`config.mk`:
```
export PLATFORM = sky130hd
export DESIGN_NAME = rmcb_host_ctrl
export DESIGN_NICKNAME = d
export VERILOG_FILES = /design/src/shared/rmcb_pkg.sv /design/src/rmcb_orb_fmt.sv /design/src/rmcb_stat_cap.sv /design/src/rmcb_host_ctrl.sv
export VERILOG_INCLUDE_DIRS = /design/src /design/src/shared
export SDC_FILE = /design/constraint.sdc
export NUM_CORES = 1
export LEC_CHECK = 0
export ABC_CLOCK_PERIOD_IN_PS = 3500
export BUFFER_PORTS_ARGS = -buffer_cell sky130_fd_sc_hd__buf_2
export CAP_MARGIN = 30
export CORE_UTILIZATION = 44
export CTS_CLUSTER_DIAMETER = 60
export CTS_CLUSTER_SIZE = 28
export DETAILED_ROUTE_END_ITERATION = 8
export PLACE_DENSITY = 0.7
export SLEW_MARGIN = 20
export SYNTH_ARGS = -nofsm -noshare
export SYNTH_HDL_FRONTEND = slang
export SYNTH_SLANG_ARGS = --single-unit
```
`constraint.sdc`:
```
create_clock -name sys_clk -period 3.5 [get_ports sys_clk]
set_input_delay 0.175 -clock sys_clk [delete_from_list [all_inputs] [get_ports sys_clk]]
set_output_delay 0.175 -clock sys_clk [all_outputs]
set_load 0.005 [all_outputs]
```
`src/shared/rmcb_map.svh`:
```
`ifndef RMCB_MAP_SVH
`define RMCB_MAP_SVH

`define RMCB_AW          8
`define RMCB_OFF_CTRL    8'h00
`define RMCB_OFF_PGSZ    8'h04
`define RMCB_OFF_DSIZE   8'h08
`define RMCB_OFF_ALEN    8'h0C
`define RMCB_OFF_DESC_HI 8'h10
`define RMCB_OFF_DESC_LO 8'h14
`define RMCB_OFF_STS     8'h18
`define RMCB_STAT_BASE   4'h2
`define RMCB_CTRL_GO     0
`define RMCB_CTRL_PTB    1
`define RMCB_STS_DONE    1
`define RMCB_STS_ERR     2

`define RMCB_N_BIT       31
`define RMCB_FMT_HI      30
`define RMCB_FMT_LO      29
`define RMCB_RSV_BIT     28
`define RMCB_DIR_BIT     27
`define RMCB_SPD_HI      26
`define RMCB_SPD_LO      24
`define RMCB_MPL_HI      23
`define RMCB_MPL_LO      20
`define RMCB_PTB_BIT     19
`define RMCB_PGS_HI      18
`define RMCB_PGS_LO      16
`define RMCB_DSZ_HI      15
`define RMCB_LUN_HI      31
`define RMCB_LUN_LO      29
`define RMCB_RES_HI      28
`define RMCB_RES_LO      25
`define RMCB_AEN_BIT     24
`define RMCB_ALEN_HI     15

`define RMCB_N_VAL       1'h1
`define RMCB_FMT_VAL     2'h0
`define RMCB_RSV_VAL     1'h0
`define RMCB_DIR_VAL     1'h1
`define RMCB_SPD_VAL     3'h2
`define RMCB_MPL_VAL     4'h9
`define RMCB_LUN_VAL     3'h1
`define RMCB_RES_VAL     4'h0
`define RMCB_AEN_VAL     1'h0
`define RMCB_PGS_NONE    3'h0
`define RMCB_DSZ_MIN     16'h0050
`define RMCB_NULL_PTR    32'h80000000

`define RMCB_W_FIRST     3'h0
`define RMCB_W_DESC_HI   3'h2
`define RMCB_W_DESC_LO   3'h3
`define RMCB_W_OPT       3'h4
`define RMCB_W_CMD       3'h5
`define RMCB_W_LAST      3'h7
`define RMCB_STAT_DEPTH  4
`define RMCB_STAT_LIM    3'h4
`define RMCB_STAT_TOP    2'h3

`endif

```
`src/shared/rmcb_pkg.sv`:
```
`default_nettype none
package rmcb_pkg;
  typedef enum logic [1:0] {RMCB_IDLE, RMCB_SEND, RMCB_WAIT} rmcb_state_e;
  typedef logic [2:0]  rmcb_idx_t;
  typedef logic [31:0] rmcb_word_t;
endpackage
`default_nettype wire

```
`src/rmcb_orb_fmt.sv`:
```
`timescale 1ns/100ps
`default_nettype none
`include "rmcb_map.svh"
module rmcb_orb_fmt (
  input  wire logic                [2:0]  idx,
  input  wire rmcb_pkg::rmcb_word_t       desc_hi,
  input  wire rmcb_pkg::rmcb_word_t       desc_lo,
  input  wire logic                       ptb,
  input  wire logic                [2:0]  pgsz,
  input  wire logic                [15:0] dsize,
  input  wire logic                [15:0] alen,
  output rmcb_pkg::rmcb_word_t            word
);
  // A stale page size left in its register must not leak out when paging is off.
  wire logic [2:0] pgs_eff = ptb ? pgsz : `RMCB_PGS_NONE;

  wire rmcb_pkg::rmcb_word_t opt_word = {
    `RMCB_N_VAL,
    `RMCB_FMT_VAL,
    `RMCB_RSV_VAL,
    `RMCB_DIR_VAL,
    `RMCB_SPD_VAL,
    `RMCB_MPL_VAL,
    ptb,
    pgs_eff,
    dsize
  };

  wire rmcb_pkg::rmcb_word_t cmd_word = {
    `RMCB_LUN_VAL,
    `RMCB_RES_VAL,
    `RMCB_AEN_VAL,
    8'h00,
    alen
  };

  assign word = (idx == `RMCB_W_FIRST)   ? `RMCB_NULL_PTR :
                (idx == `RMCB_W_DESC_HI) ? desc_hi :
                (idx == `RMCB_W_DESC_LO) ? desc_lo :
                (idx == `RMCB_W_OPT)     ? opt_word :
                (idx == `RMCB_W_CMD)     ? cmd_word : 32'h00000000;
endmodule // rmcb_orb_fmt
`default_nettype wire

```
`src/rmcb_stat_cap.sv`:
```
`timescale 1ns/100ps
`default_nettype none
`include "rmcb_map.svh"
module rmcb_stat_cap (
  input  wire logic                 sys_clk,
  input  wire logic                 rstn,
  input  wire logic                 ce,
  input  wire logic                 clr,
  input  wire logic                 push,
  input  wire rmcb_pkg::rmcb_word_t word,
  input  wire logic                 last,
  output rmcb_pkg::rmcb_word_t      q [`RMCB_STAT_DEPTH],
  output logic               [2:0]  cnt,
  output logic                      done
);
  logic [1:0] wr_idx_reg;

  // Words beyond the last slot are dropped rather than wrapping over the header.
  always_ff @(posedge sys_clk or negedge rstn) begin
    if (!rstn) begin
      wr_idx_reg <= 2'h0;
      cnt <= 3'h0;
      done <= 1'h0;
    end else if (ce) begin
      done <= push & last;
      if (clr) begin
        wr_idx_reg <= 2'h0;
        cnt <= 3'h0;
      end else if (push && cnt != `RMCB_STAT_LIM) begin
        cnt <= cnt + 3'h1;
        if (wr_idx_reg != `RMCB_STAT_TOP) wr_idx_reg <= wr_idx_reg + 2'h1;
      end
    end
  end

  genvar g;
  generate
    for (g = 0; g < `RMCB_STAT_DEPTH; g = g + 1) begin : g_slot
      always_ff @(posedge sys_clk or negedge rstn) begin
        if (!rstn) q[g] <= 32'h00000000;
        else if (ce && clr) q[g] <= 32'h00000000;
        else if (ce && push && cnt != `RMCB_STAT_LIM && int'(wr_idx_reg) == g) q[g] <= word;
      end
    end
  endgenerate
endmodule // rmcb_stat_cap
`default_nettype wire

```
`src/rmcb_host_ctrl.sv`:
```
`timescale 1ns/100ps
`default_nettype none
`include "rmcb_map.svh"
module rmcb_host_ctrl (
  input  wire logic                 sys_clk,
  input  wire logic                 rstn,
  input  wire logic                 ce,
  input  wire logic                 hsel,
  input  wire logic          [31:0] haddr,
  input  wire logic          [1:0]  htrans,
  input  wire logic                 hwrite,
  input  wire logic          [2:0]  hsize,
  input  wire logic          [31:0] hwdata,
  input  wire logic                 hready,
  output logic                      hreadyout,
  output logic               [31:0] hrdata,
  output logic                      hresp,
  output logic                      orb_valid,
  input  wire logic                 orb_ready,
  output rmcb_pkg::rmcb_word_t      orb_word,
  output logic                      orb_last,
  input  wire logic                 stat_valid,
  output logic                      stat_ready,
  input  wire rmcb_pkg::rmcb_word_t stat_word,
  input  wire logic                 stat_last
);
  rmcb_pkg::rmcb_state_e state_reg;
  rmcb_pkg::rmcb_state_e state_next;
  rmcb_pkg::rmcb_idx_t   idx_reg;
  rmcb_pkg::rmcb_idx_t   fmt_idx;
  rmcb_pkg::rmcb_word_t  fmt_word;
  rmcb_pkg::rmcb_word_t  orb_word_reg;
  rmcb_pkg::rmcb_word_t  hrdata_reg;
  rmcb_pkg::rmcb_word_t  desc_hi_reg;
  rmcb_pkg::rmcb_word_t  desc_lo_reg;
  rmcb_pkg::rmcb_word_t  stat_q [`RMCB_STAT_DEPTH];
  logic                  ap_val_reg;
  logic                  ap_wr_reg;
  logic [`RMCB_AW-1:0]   ap_addr_reg;
  logic                  rd_pend_reg;
  logic                  ptb_reg;
  logic [2:0]            pgsz_reg;
  logic [15:0]           dsize_reg;
  logic [15:0]           alen_reg;
  logic                  done_reg;
  logic                  done_next;
  logic                  err_reg;
  logic                  err_next;
  logic [15:0]           orb_cnt_reg;
  logic [2:0]            stat_cnt;
  logic                  stat_done;

  // Bus slave. Writes finish with no wait state; every read taken while the clock enable
  // is high takes one wait state so that a write in the preceding data phase is always seen.
  wire logic acc     = hsel & htrans[1] & hready;
  wire logic wr_en   = ce & ap_val_reg & ap_wr_reg & hready;
  wire logic hit_ctl = ap_addr_reg == `RMCB_OFF_CTRL;
  wire logic hit_pgs = ap_addr_reg == `RMCB_OFF_PGSZ;
  wire logic hit_dsz = ap_addr_reg == `RMCB_OFF_DSIZE;
  wire logic hit_aln = ap_addr_reg == `RMCB_OFF_ALEN;
  wire logic hit_dhi = ap_addr_reg == `RMCB_OFF_DESC_HI;
  wire logic hit_dlo = ap_addr_reg == `RMCB_OFF_DESC_LO;
  wire logic hit_sts = ap_addr_reg == `RMCB_OFF_STS;
  wire logic hit_stq = ap_addr_reg[`RMCB_AW-1:4] == `RMCB_STAT_BASE;

  assign hreadyout = ~rd_pend_reg;
  assign hresp     = 1'h0;
  assign hrdata    = hrdata_reg;

  always_ff @(posedge sys_clk or negedge rstn) begin
    if (!rstn) begin
      ap_val_reg  <= 1'h0;
      ap_wr_reg   <= 1'h0;
      ap_addr_reg <= 8'h00;
      rd_pend_reg <= 1'h0;
    end else if (ce && hready) begin
      ap_val_reg  <= acc;
      ap_wr_reg   <= hwrite;
      ap_addr_reg <= haddr[`RMCB_AW-1:0];
      rd_pend_reg <= acc & ~hwrite;
    end else if (ce) begin
      rd_pend_reg <= 1'h0;
    end
  end

  // Configuration is frozen while a block is in flight, so the words
  // already sent and those still to come belong to the same block.
  wire logic cfg_open = state_reg == rmcb_pkg::RMCB_IDLE;
  wire logic cfg_we   = wr_en & cfg_open;
  wire logic go_req   = wr_en & hit_ctl & hwdata[`RMCB_CTRL_GO] & cfg_open;
  wire logic dsz_ok   = dsize_reg >= `RMCB_DSZ_MIN;
  wire logic start    = go_req & dsz_ok;
  wire logic refuse   = go_req & ~dsz_ok;
  wire logic clr_done = wr_en & hit_sts & hwdata[`RMCB_STS_DONE];
  wire logic clr_err  = wr_en & hit_sts & hwdata[`RMCB_STS_ERR];
  wire logic busy     = ~cfg_open;

  always_ff @(posedge sys_clk or negedge rstn) begin
    if (!rstn) begin
      ptb_reg     <= 1'h0;
      pgsz_reg    <= 3'h0;
      dsize_reg   <= 16'h0000;
      alen_reg    <= 16'h0000;
      desc_hi_reg <= 32'h00000000;
      desc_lo_reg <= 32'h00000000;
    end else if (cfg_we) begin
      if (hit_ctl) ptb_reg <= hwdata[`RMCB_CTRL_PTB];
      if (hit_pgs) pgsz_reg <= hwdata[2:0];
      if (hit_dsz) dsize_reg <= hwdata[15:0];
      if (hit_aln) alen_reg <= hwdata[15:0];
      if (hit_dhi) desc_hi_reg <= hwdata;
      if (hit_dlo) desc_lo_reg <= hwdata;
    end
  end

  // An event in the same cycle as its clear is kept.
  assign done_next = stat_done | (done_reg & ~clr_done);
  assign err_next  = refuse | (err_reg & ~clr_err);

  always_ff @(posedge sys_clk or negedge rstn) begin
    if (!rstn) begin
      done_reg    <= 1'h0;
      err_reg     <= 1'h0;
      orb_cnt_reg <= 16'h0000;
    end else if (ce) begin
      done_reg <= done_next;
      err_reg  <= err_next;
      if (start) orb_cnt_reg <= orb_cnt_reg + 16'h0001;
    end
  end

  wire rmcb_pkg::rmcb_word_t sts_val =
    {orb_cnt_reg, 9'h000, stat_cnt, 1'h0, err_reg, done_reg, busy};

  wire rmcb_pkg::rmcb_word_t rd_val =
    hit_ctl ? {30'h00000000, ptb_reg, 1'h0} :
    hit_pgs ? {29'h00000000, pgsz_reg} :
    hit_dsz ? {16'h0000, dsize_reg} :
    hit_aln ? {16'h0000, alen_reg} :
    hit_dhi ? desc_hi_reg :
    hit_dlo ? desc_lo_reg :
    hit_sts ? sts_val :
    hit_stq ? stat_q[ap_addr_reg[3:2]] : 32'h00000000;

  always_ff @(posedge sys_clk or negedge rstn) begin
    if (!rstn) hrdata_reg <= 32'h00000000;
    else if (ce && rd_pend_reg) hrdata_reg <= rd_val;
  end

  // Block sequencer. The word register is loaded one step ahead so that
  // the word on the link always comes straight from a flip-flop.
  wire logic xfer     = ce & orb_valid & orb_ready;
  wire logic at_last  = idx_reg == `RMCB_W_LAST;
  wire logic stat_in  = ce & stat_valid & stat_ready;

  assign orb_valid  = state_reg == rmcb_pkg::RMCB_SEND;
  assign orb_last   = orb_valid & at_last;
  assign orb_word   = orb_word_reg;
  assign stat_ready = state_reg == rmcb_pkg::RMCB_WAIT;
  assign fmt_idx    = cfg_open ? `RMCB_W_FIRST : idx_reg + 3'h1;

  always_comb begin
    state_next = state_reg;
    case (state_reg)
      rmcb_pkg::RMCB_IDLE: begin
        if (start) state_next = rmcb_pkg::RMCB_SEND;
      end
      rmcb_pkg::RMCB_SEND: begin
        if (xfer && at_last) state_next = rmcb_pkg::RMCB_WAIT;
      end
      rmcb_pkg::RMCB_WAIT: begin
        // The target signals completion only through the status block.
        if (stat_done) state_next = rmcb_pkg::RMCB_IDLE;
      end
      default: begin
        state_next = rmcb_pkg::RMCB_IDLE;
      end
    endcase
  end

  always_ff @(posedge sys_clk or negedge rstn) begin
    if (!rstn) state_reg <= rmcb_pkg::RMCB_IDLE;
    else if (ce) state_reg <= state_next;
  end

  always_ff @(posedge sys_clk or negedge rstn) begin
    if (!rstn) begin
      idx_reg      <= 3'h0;
      orb_word_reg <= 32'h00000000;
    end else if (ce && (start || (xfer && !at_last))) begin
      idx_reg      <= fmt_idx;
      orb_word_reg <= fmt_word;
    end
  end

  rmcb_orb_fmt u_fmt (
    .idx     (fmt_idx),
    .desc_hi (desc_hi_reg),
    .desc_lo (desc_lo_reg),
    .ptb     (ptb_reg),
    .pgsz    (pgsz_reg),
    .dsize   (dsize_reg),
    .alen    (alen_reg),
    .word    (fmt_word)
  );

  rmcb_stat_cap u_stat (
    .sys_clk (sys_clk),
    .rstn    (rstn),
    .ce      (ce),
    .clr     (start),
    .push    (stat_in),
    .word    (stat_word),
    .last    (stat_last),
    .q       (stat_q),
    .cnt     (stat_cnt),
    .done    (stat_done)
  );

  wire logic w_opt = xfer & (idx_reg == `RMCB_W_OPT);
  wire logic w_cmd = xfer & (idx_reg == `RMCB_W_CMD);
  wire logic w_dhi = xfer & (idx_reg == `RMCB_W_DESC_HI);

  // The word counter runs apart from the sequencer, so a skipped or
  // repeated index shows up when the last word goes out.
  logic [2:0] chk_words_reg;

  always_ff @(posedge sys_clk or negedge rstn) begin
    if (!rstn) begin
      chk_words_reg <= 3'h0;
    end else if (start) begin
      chk_words_reg <= 3'h0;
    end else if (xfer) begin
      chk_words_reg <= chk_words_reg + 3'h1;
    end
  end

  wire logic rd_take = ce & acc & ~hwrite;
  wire logic wr_take = ce & acc & hwrite;
  wire logic w_page  = w_opt & orb_word[`RMCB_PTB_BIT];
endmodule // rmcb_host_ctrl
`default_nettype wire

```
# Yosys cells after proc, flatten, opt, wreduce, memory -nomap -nowiden

Index checks and enable logic that the tools add are counted.

Input bits: 110
Register bits: 332
Output and inout port bits: 69

Bitwise logic cells: 32
Order comparisons: 2
Add/subtract/negate cells: 4
Equality and inequality tests: 22
Reductions and logical operators: 36
Muxes and demuxes: 37

Operators with widths:

| kind                    | count |
|---|---|
| $mux W32                | 22 |
| $bmux W32 S2            | 1 |
| $mux W30                | 1 |
| $eq A8 B5 Y1 const B    | 3 |
| $and A1 B1 Y1           | 23 |
| $add A16 B1 Y16 const B | 1 |
| $eq A8 B4 Y1 const B    | 2 |
| $ge A16 B7 Y1 const B   | 1 |
| $reduce_and A2 Y1       | 8 |
| $reduce_bool A2 Y1      | 7 |
| $logic_and A1 B1 Y1     | 13 |
| $mux W2                 | 6 |
| $mux W3                 | 4 |
| $eq A3 B3 Y1 const B    | 3 |
| $eq A8 B3 Y1 const B    | 1 |
| $logic_not A8 Y1        | 1 |
| $add A3 B1 Y3 const B   | 2 |
| $eq A2 B2 Y1 const B    | 3 |
| $eq A3 B2 Y1 const B    | 2 |
| $ne A2 B1 Y1 const B    | 3 |
| $not A1 Y1              | 6 |
| $pmux W2 S3             | 1 |
| $eq A2 B1 Y1 const B    | 2 |
| $eq A4 B2 Y1 const B    | 1 |
| 13 further kinds        | 16 |

# Depth between registers and ports, before layout

Depth in word-level cells: 12
Mapped depth: 9
Gate-level depth less buffers: 7

# By module

Synthesis repeated with hierarchy kept, for this count alone.

Cell total of the unflattened synthesis: 1378
Area total of the unflattened synthesis: 16598.4 µm²

Modules (own cells, without submodules):

| module         | cells each | area each (µm²) | instances |
|---|---|---|---|
| rmcb_host_ctrl | 807        | 10080.9         | 1 |
| rmcb_stat_cap  | 468        | 5700.5          | 1 |
| rmcb_orb_fmt   | 103        | 817.0           | 1 |

# Worst setup path after synthesis

No wires, ideal clock.

Path type: reg2reg
From: register idx_reg[0]
To: register orb_word_reg[10] (netlist: orb_word[10])
Cell stages (with the launch flop): 9
Path buffers: 1
Period minus slack after synthesis: 2.262 ns
Required time: 3.435 ns
Arrival time: 2.197 ns
Slack: 1.238 ns
Path through: dfrtp_1 > ha_1 > ha_1 > nor2b_1 > nor3b_2 > buf_2 > a22oi_1 > a211oi_1 > mux2_2

Word-level cells in the longest chain between the ends: 8

RTL lines:

| what                   | RTL line              | RTL |
|---|---|---|
| start, declared        | rmcb_host_ctrl.sv:29  | `rmcb_pkg::rmcb_idx_t idx_reg;` |
| start signal, assigned | rmcb_host_ctrl.sv:191 | `idx_reg <= fmt_idx;` |
| $add A3 B1 Y3          | rmcb_host_ctrl.sv:160 | `` assign fmt_idx = cfg_open ? `RMCB_W_FIRST : idx_reg + 3'h1; `` |
| $mux W3                | rmcb_host_ctrl.sv:160 |  |
| $eq A3 B3 Y1 (no line) | n/a                   |  |
| $mux W30               | rmcb_orb_fmt.sv:41    | `` (idx == `RMCB_W_CMD) ? cmd_word : 32'h00000000; `` |
| $mux W32               | rmcb_orb_fmt.sv:40    | `` (idx == `RMCB_W_OPT) ? opt_word : `` |
| $mux W32               | rmcb_orb_fmt.sv:39    | `` (idx == `RMCB_W_DESC_LO) ? desc_lo : `` |
| $mux W32               | rmcb_orb_fmt.sv:38    | `` (idx == `RMCB_W_DESC_HI) ? desc_hi : `` |
| $mux W32               | rmcb_orb_fmt.sv:37    | `` assign word = (idx == `RMCB_W_FIRST) ? `RMCB_NULL_PTR : `` |
| end signal, assigned   | rmcb_host_ctrl.sv:192 | `orb_word_reg <= fmt_word;` |
| end, declared          | rmcb_host_ctrl.sv:32  | `rmcb_pkg::rmcb_word_t orb_word_reg;` |

Parallel ways exist; a longest one is shown, timed or not.
A chain may end at the register's enable or synchronous reset.

# Final worst setup path

From: register ap_addr_reg[0]
To: register dsize_reg[13]

Word-level cells in the longest chain between the ends: 2

RTL lines:

| what                        | RTL line              | RTL |
|---|---|---|
| start, declared             | rmcb_host_ctrl.sv:39  | `` logic [`RMCB_AW-1:0] ap_addr_reg; `` |
| start signal, assigned      | rmcb_host_ctrl.sv:79  | `` ap_addr_reg <= haddr[`RMCB_AW-1:0]; `` |
| $eq A8 B4 Y1 (no line)      | n/a                   |  |
| $reduce_and A2 Y1 (no line) | n/a                   |  |
| end signal, assigned        | rmcb_host_ctrl.sv:109 | `if (hit_dsz) dsize_reg <= hwdata[15:0];` |
| end, declared               | rmcb_host_ctrl.sv:43  | `logic [15:0] dsize_reg;` |

Every way passes these cells.

==> impl_summary.md <==
Clocking
The clock sink count is 332. Buffers inserted during clock tree synthesis total 29. After clock tree synthesis, the repair step resized 0 gates. The number of buffers on the longest clock path is 3. The buffer count from post-CTS setup fixing is 0. The clock edge transition at the registers on the reported setup and hold paths is around 0.070 ns. The buffer cell driving the clock tree root is sky130_fd_sc_hd__clkbuf_16. The number of levels the H-tree was split into is 1. Hold repair after CTS inserted between 70 and 80 buffers. The clock insertion delay at the later pin of the skew report is 0.58 ns. The clock tree from TritonCTS is built.

Synth
In the synthesized netlist the async set-or-reset flop fraction comes to 100.0%. The post-synthesis share of cell area spent on and, or, nand and nor gates is between 10% and 20%. The number of instances in the synthesized netlist is roughly 1500. After synthesis, the largest family of logic cells by area is multiplexers. Summing the areas of all fa, ha and maj instances in the mapped netlist gives less than 1% of the synthesized area.

The flop and latch count out of synthesis is approximately 330. The XOR/XNOR share of the synthesized area is less than 1%. In this run, distinct cell masters in the synthesized netlist total 61.

Summing every instance area after synthesis gives between 0.015 and 0.02 mm². The number of flops mapped to enable cells by yosys is 0. The fraction of the mapped netlist area in compound gates is around 15%. The sequential element share of the synthesized area is between 50% and 60%. In this run the mean area of a mapped cell was around 11 µm².

In the synthesized netlist the dominant register cell turns out to be sky130_fd_sc_hd__dfrtp_1. The post-synthesis net count is ~1700. The yosys synthesis warning count is 0. The portion of synthesized area spent on multiplexers is around 16%.

Worst setup path
Together, buffers and inverters on the worst path number 1. Counting stages on the worst path, the most repeated cell is sky130_fd_sc_hd__nand2_1. The slowest stage of the critical path belongs to the cell sky130_fd_sc_hd__nand2_1.

At the worst endpoint, the arrival time is 3.04 ns. The worst setup path is launched from a register. The required time reported for the critical path endpoint is 3.96 ns. The delay of the slowest cell on the worst path is between 0.5 and 0.6 ns. The endpoint type of the worst setup path is a register. The setup path with the least slack is of type reg2reg. The signal on the critical path passes through nor3_2 -> nand2_1 -> nor3b_2 -> buf_4 -> nand2_1 -> mux2_2. In this run the worst path has a maximum fanout of 16. The cell class contributing the biggest share of worst-path delay is simple AND/OR/NAND/NOR gates.

Layout
In the layout the commonest cells are sky130_fd_sc_hd__dfrtp_1, sky130_fd_sc_hd__a21oi_1, sky130_fd_sc_hd__nand2_1, sky130_fd_sc_hd__mux2_2, sky130_fd_sc_hd__buf_2. The register bank with the most flops is u_stat.q. The share of post-route cells with drive strength above 1 is approximately a quarter. The post-synthesis to final-layout area growth is 18.97%. The final layout net count is approximately 1800. The post-route cell area is just under 0.02 mm². Leaving out fill and tap cells, the most frequent cell in the layout is sky130_fd_sc_hd__dfrtp_1.

The flip-flop count of the largest register, all copies and words added is around 130.

Power and ir drop
The leakage component of the power is 8.958 nW. The power density of the placed cells is around 430 mW/mm². The switching power share of the total is 25.77%. Registers are responsible for 47.8% of the overall power.

The part of the total power dissipated in combinational logic is 8.8%. In this run, the clock network consumes between 40% and 50% of the power. Summed over all nets, the switching power comes to roughly 0.0022 W. The worst-case IR drop observed on VDD is 0.3475 mV. Internal power comes to between 0.006 and 0.007 W.

STA
The setup TNS after final layout is 0 ns. On the final layout, the worst clock skew is approximately 0.022 ns. Static timing analysis puts the maximum clock frequency at between 0.3 and 0.4 GHz.

Dividing the final minimum period by the clock period gives around 74%. Setup repair after global routing left no endpoint under its margin. The final count of hold timing violations is 0. Headroom to the max-slew limit came out at a little over a third. The final-report max-slew violation count is 0. At the pin with the least slew margin, the transition time is roughly 0.96 ns. The number of setup violations in the final report is 0. Counting I/O delays and the setup requirement, the final critical path takes around 2.6 ns.

Global routing
The via count of the first global-routing pass is about 13000. The total grt overflow is 0. Across every metal layer, demand over resource in global routing totals roughly a quarter. The maximum number of pins on one net before global-route repair is around 140.

The initial antenna violation count is 3. The first global-routing pass estimated between 70000 and 80000 µm of wire.

Place
Summing all placed instances gives a cell area of 0.01751 mm². The final weighted congestion in routability-driven placement is a little under 0.9. Port buffering added between 100 and 150 buffers. The HPWL after detailed placement is 30020 µm.

Detailed routing
The total wire length is 45810 µm. The antenna violation net count after detailed routing is 0. The DRC marker count from the first detailed-route iteration is 1182. Summing over every cut layer, the via total after detailed routing is between 10000 and 15000.

The post-detailed-route via-to-cell ratio is slightly below 6. The pre-antenna-repair detailed-routing pass consisted of 5 iterations. The detail-routed net length per standard cell is a little over 20 µm. The DRC violation count after routing is 0.

Run status
The flow ran to the end, and the final reports show no timing, DRC or antenna violations.

Die
The height of the die is 194.4 µm. After floorplanning, the core was divided into 70 placement rows. The die outline area is between 0.03 and 0.04 mm². During I/O placement, the number of pins put on the boundary was around 180. The initial core utilization is between 40% and 50%. The chip width is 194.4 µm. The floorplan step defined a core boundary enclosing roughly 0.037 mm².

Hold path
The path category of the worst min-delay check is in2reg.

Flow run
Max-cap violations in this run came to 0.
cells in the mapped netlist, drive strengths merged (5+ instances only):
cell type  count  share of area, %
a32oi          5              0.27
nor4           6              0.32
ha             9              0.69
nand4          9              0.38
nor2          17              0.39
a22o          23               1.2
clkbuf        81               1.9
o21ai         37               1.1
mux2i          7              0.43
a211oi        16              0.74
a21o          20              0.92
buf           51               1.6
inv           30              0.69
a21oi        206               6.3
mux2         158                11
a31oi         13              0.50
nand2        208               4.8
nand3        143               4.4
mux4          32               4.4
a221o         17               1.0
a22oi         33               1.5
dfrtp        332                51
nor2b          8              0.31
nor3          14              0.58
and2           8              0.31
xnor2         15              0.81
o211ai         5              0.23
power groups by stage:
stage,combinational (W),sequential [W],clock (W)
after detailed placement,0.000665,0.00406,0
after global routing,0.000802,0.00400,0.00384
after CTS,0.000738,0.00399,0.00369
after global placement,0.000655,0.00406,0
final,0.000734,0.00399,0.00363
after floorplan,0.000354,0.00404,0
worst min-delay path, delay by kind of cell:
kind	cells	cell delay [ns]
buffers and inverters	1	0.13
and+or+nand+nor	1	0.16
AOI/OAI and AO/OA	1	0.10
final timing paths:
path	startpoint	end	slack, ns	cells after the start
setup reg to reg	ap_addr_reg[0]	dsize_reg[13]	0.92	6
hold reg to reg	ap_val_reg	ap_val_reg	0.49	2
hold / removal	orb_ready	idx_reg[0]	0.04	3
min in group asynchronous	rstn	u_stat.q[40]	0.26	2
setup / recovery	ap_addr_reg[0]	dsize_reg[13]	0.92	6
max in group asynchronous	rstn	orb_word[25]	2.30	3
logic make-up after synthesis:
kind of cell | count (synthesis)
muxes | 197
AOI/OAI and AO/OA | 392
buffers and inverters | 162
and+or+nand+nor | 439
other | 1
DFF | 332
adders and majority gates | 9
xor gates and xnor gates | 16
metal layers:
layer | track usage [%] | wire length (µm) | up-vias
li1 | - | - | 5928
met1 | 34.86 | 20180 | 6551
met2 | 37.78 | 21440 | 421
met3 | 3.436 | 2801 | 80
met4 | 8.583 | 1375 | 2
met5 | 0 | 10 | -
cell type report:
cell class                 instances  area [µm²]
clock inverter                    24       352.8
antenna                            2       5.005
fill                            3211       17150
sequential                       332        8313
tap                              468       585.6
inverter                          30       112.6
timing repair buffer             272        1962
clock buffer                      29       725.7
multi-input combinational       1054        7321
per-stage QoR:
stage | power [W] | instances | util [%] | hold WS (ns) | setup slack, ns
after floorplan | 0.004396 | 1548 | - | -0.1206 | 1.238
after global placement | 0.004718 | 2078 | 47.95 | 0.3455 | 0.9680
after detailed placement | 0.004730 | 2078 | 47.95 | 0.3476 | 0.9360
after CTS | 0.008413 | 2209 | 53.04 | 0.01627 | 0.9019
after global routing | 0.008644 | 2210 | 53.05 | 0.06174 | 0.7493
final | 0.008352 | 2211 | 53.06 | 0.04303 | 0.9214
Note: power is estimated with default switching activity, not from simulation.
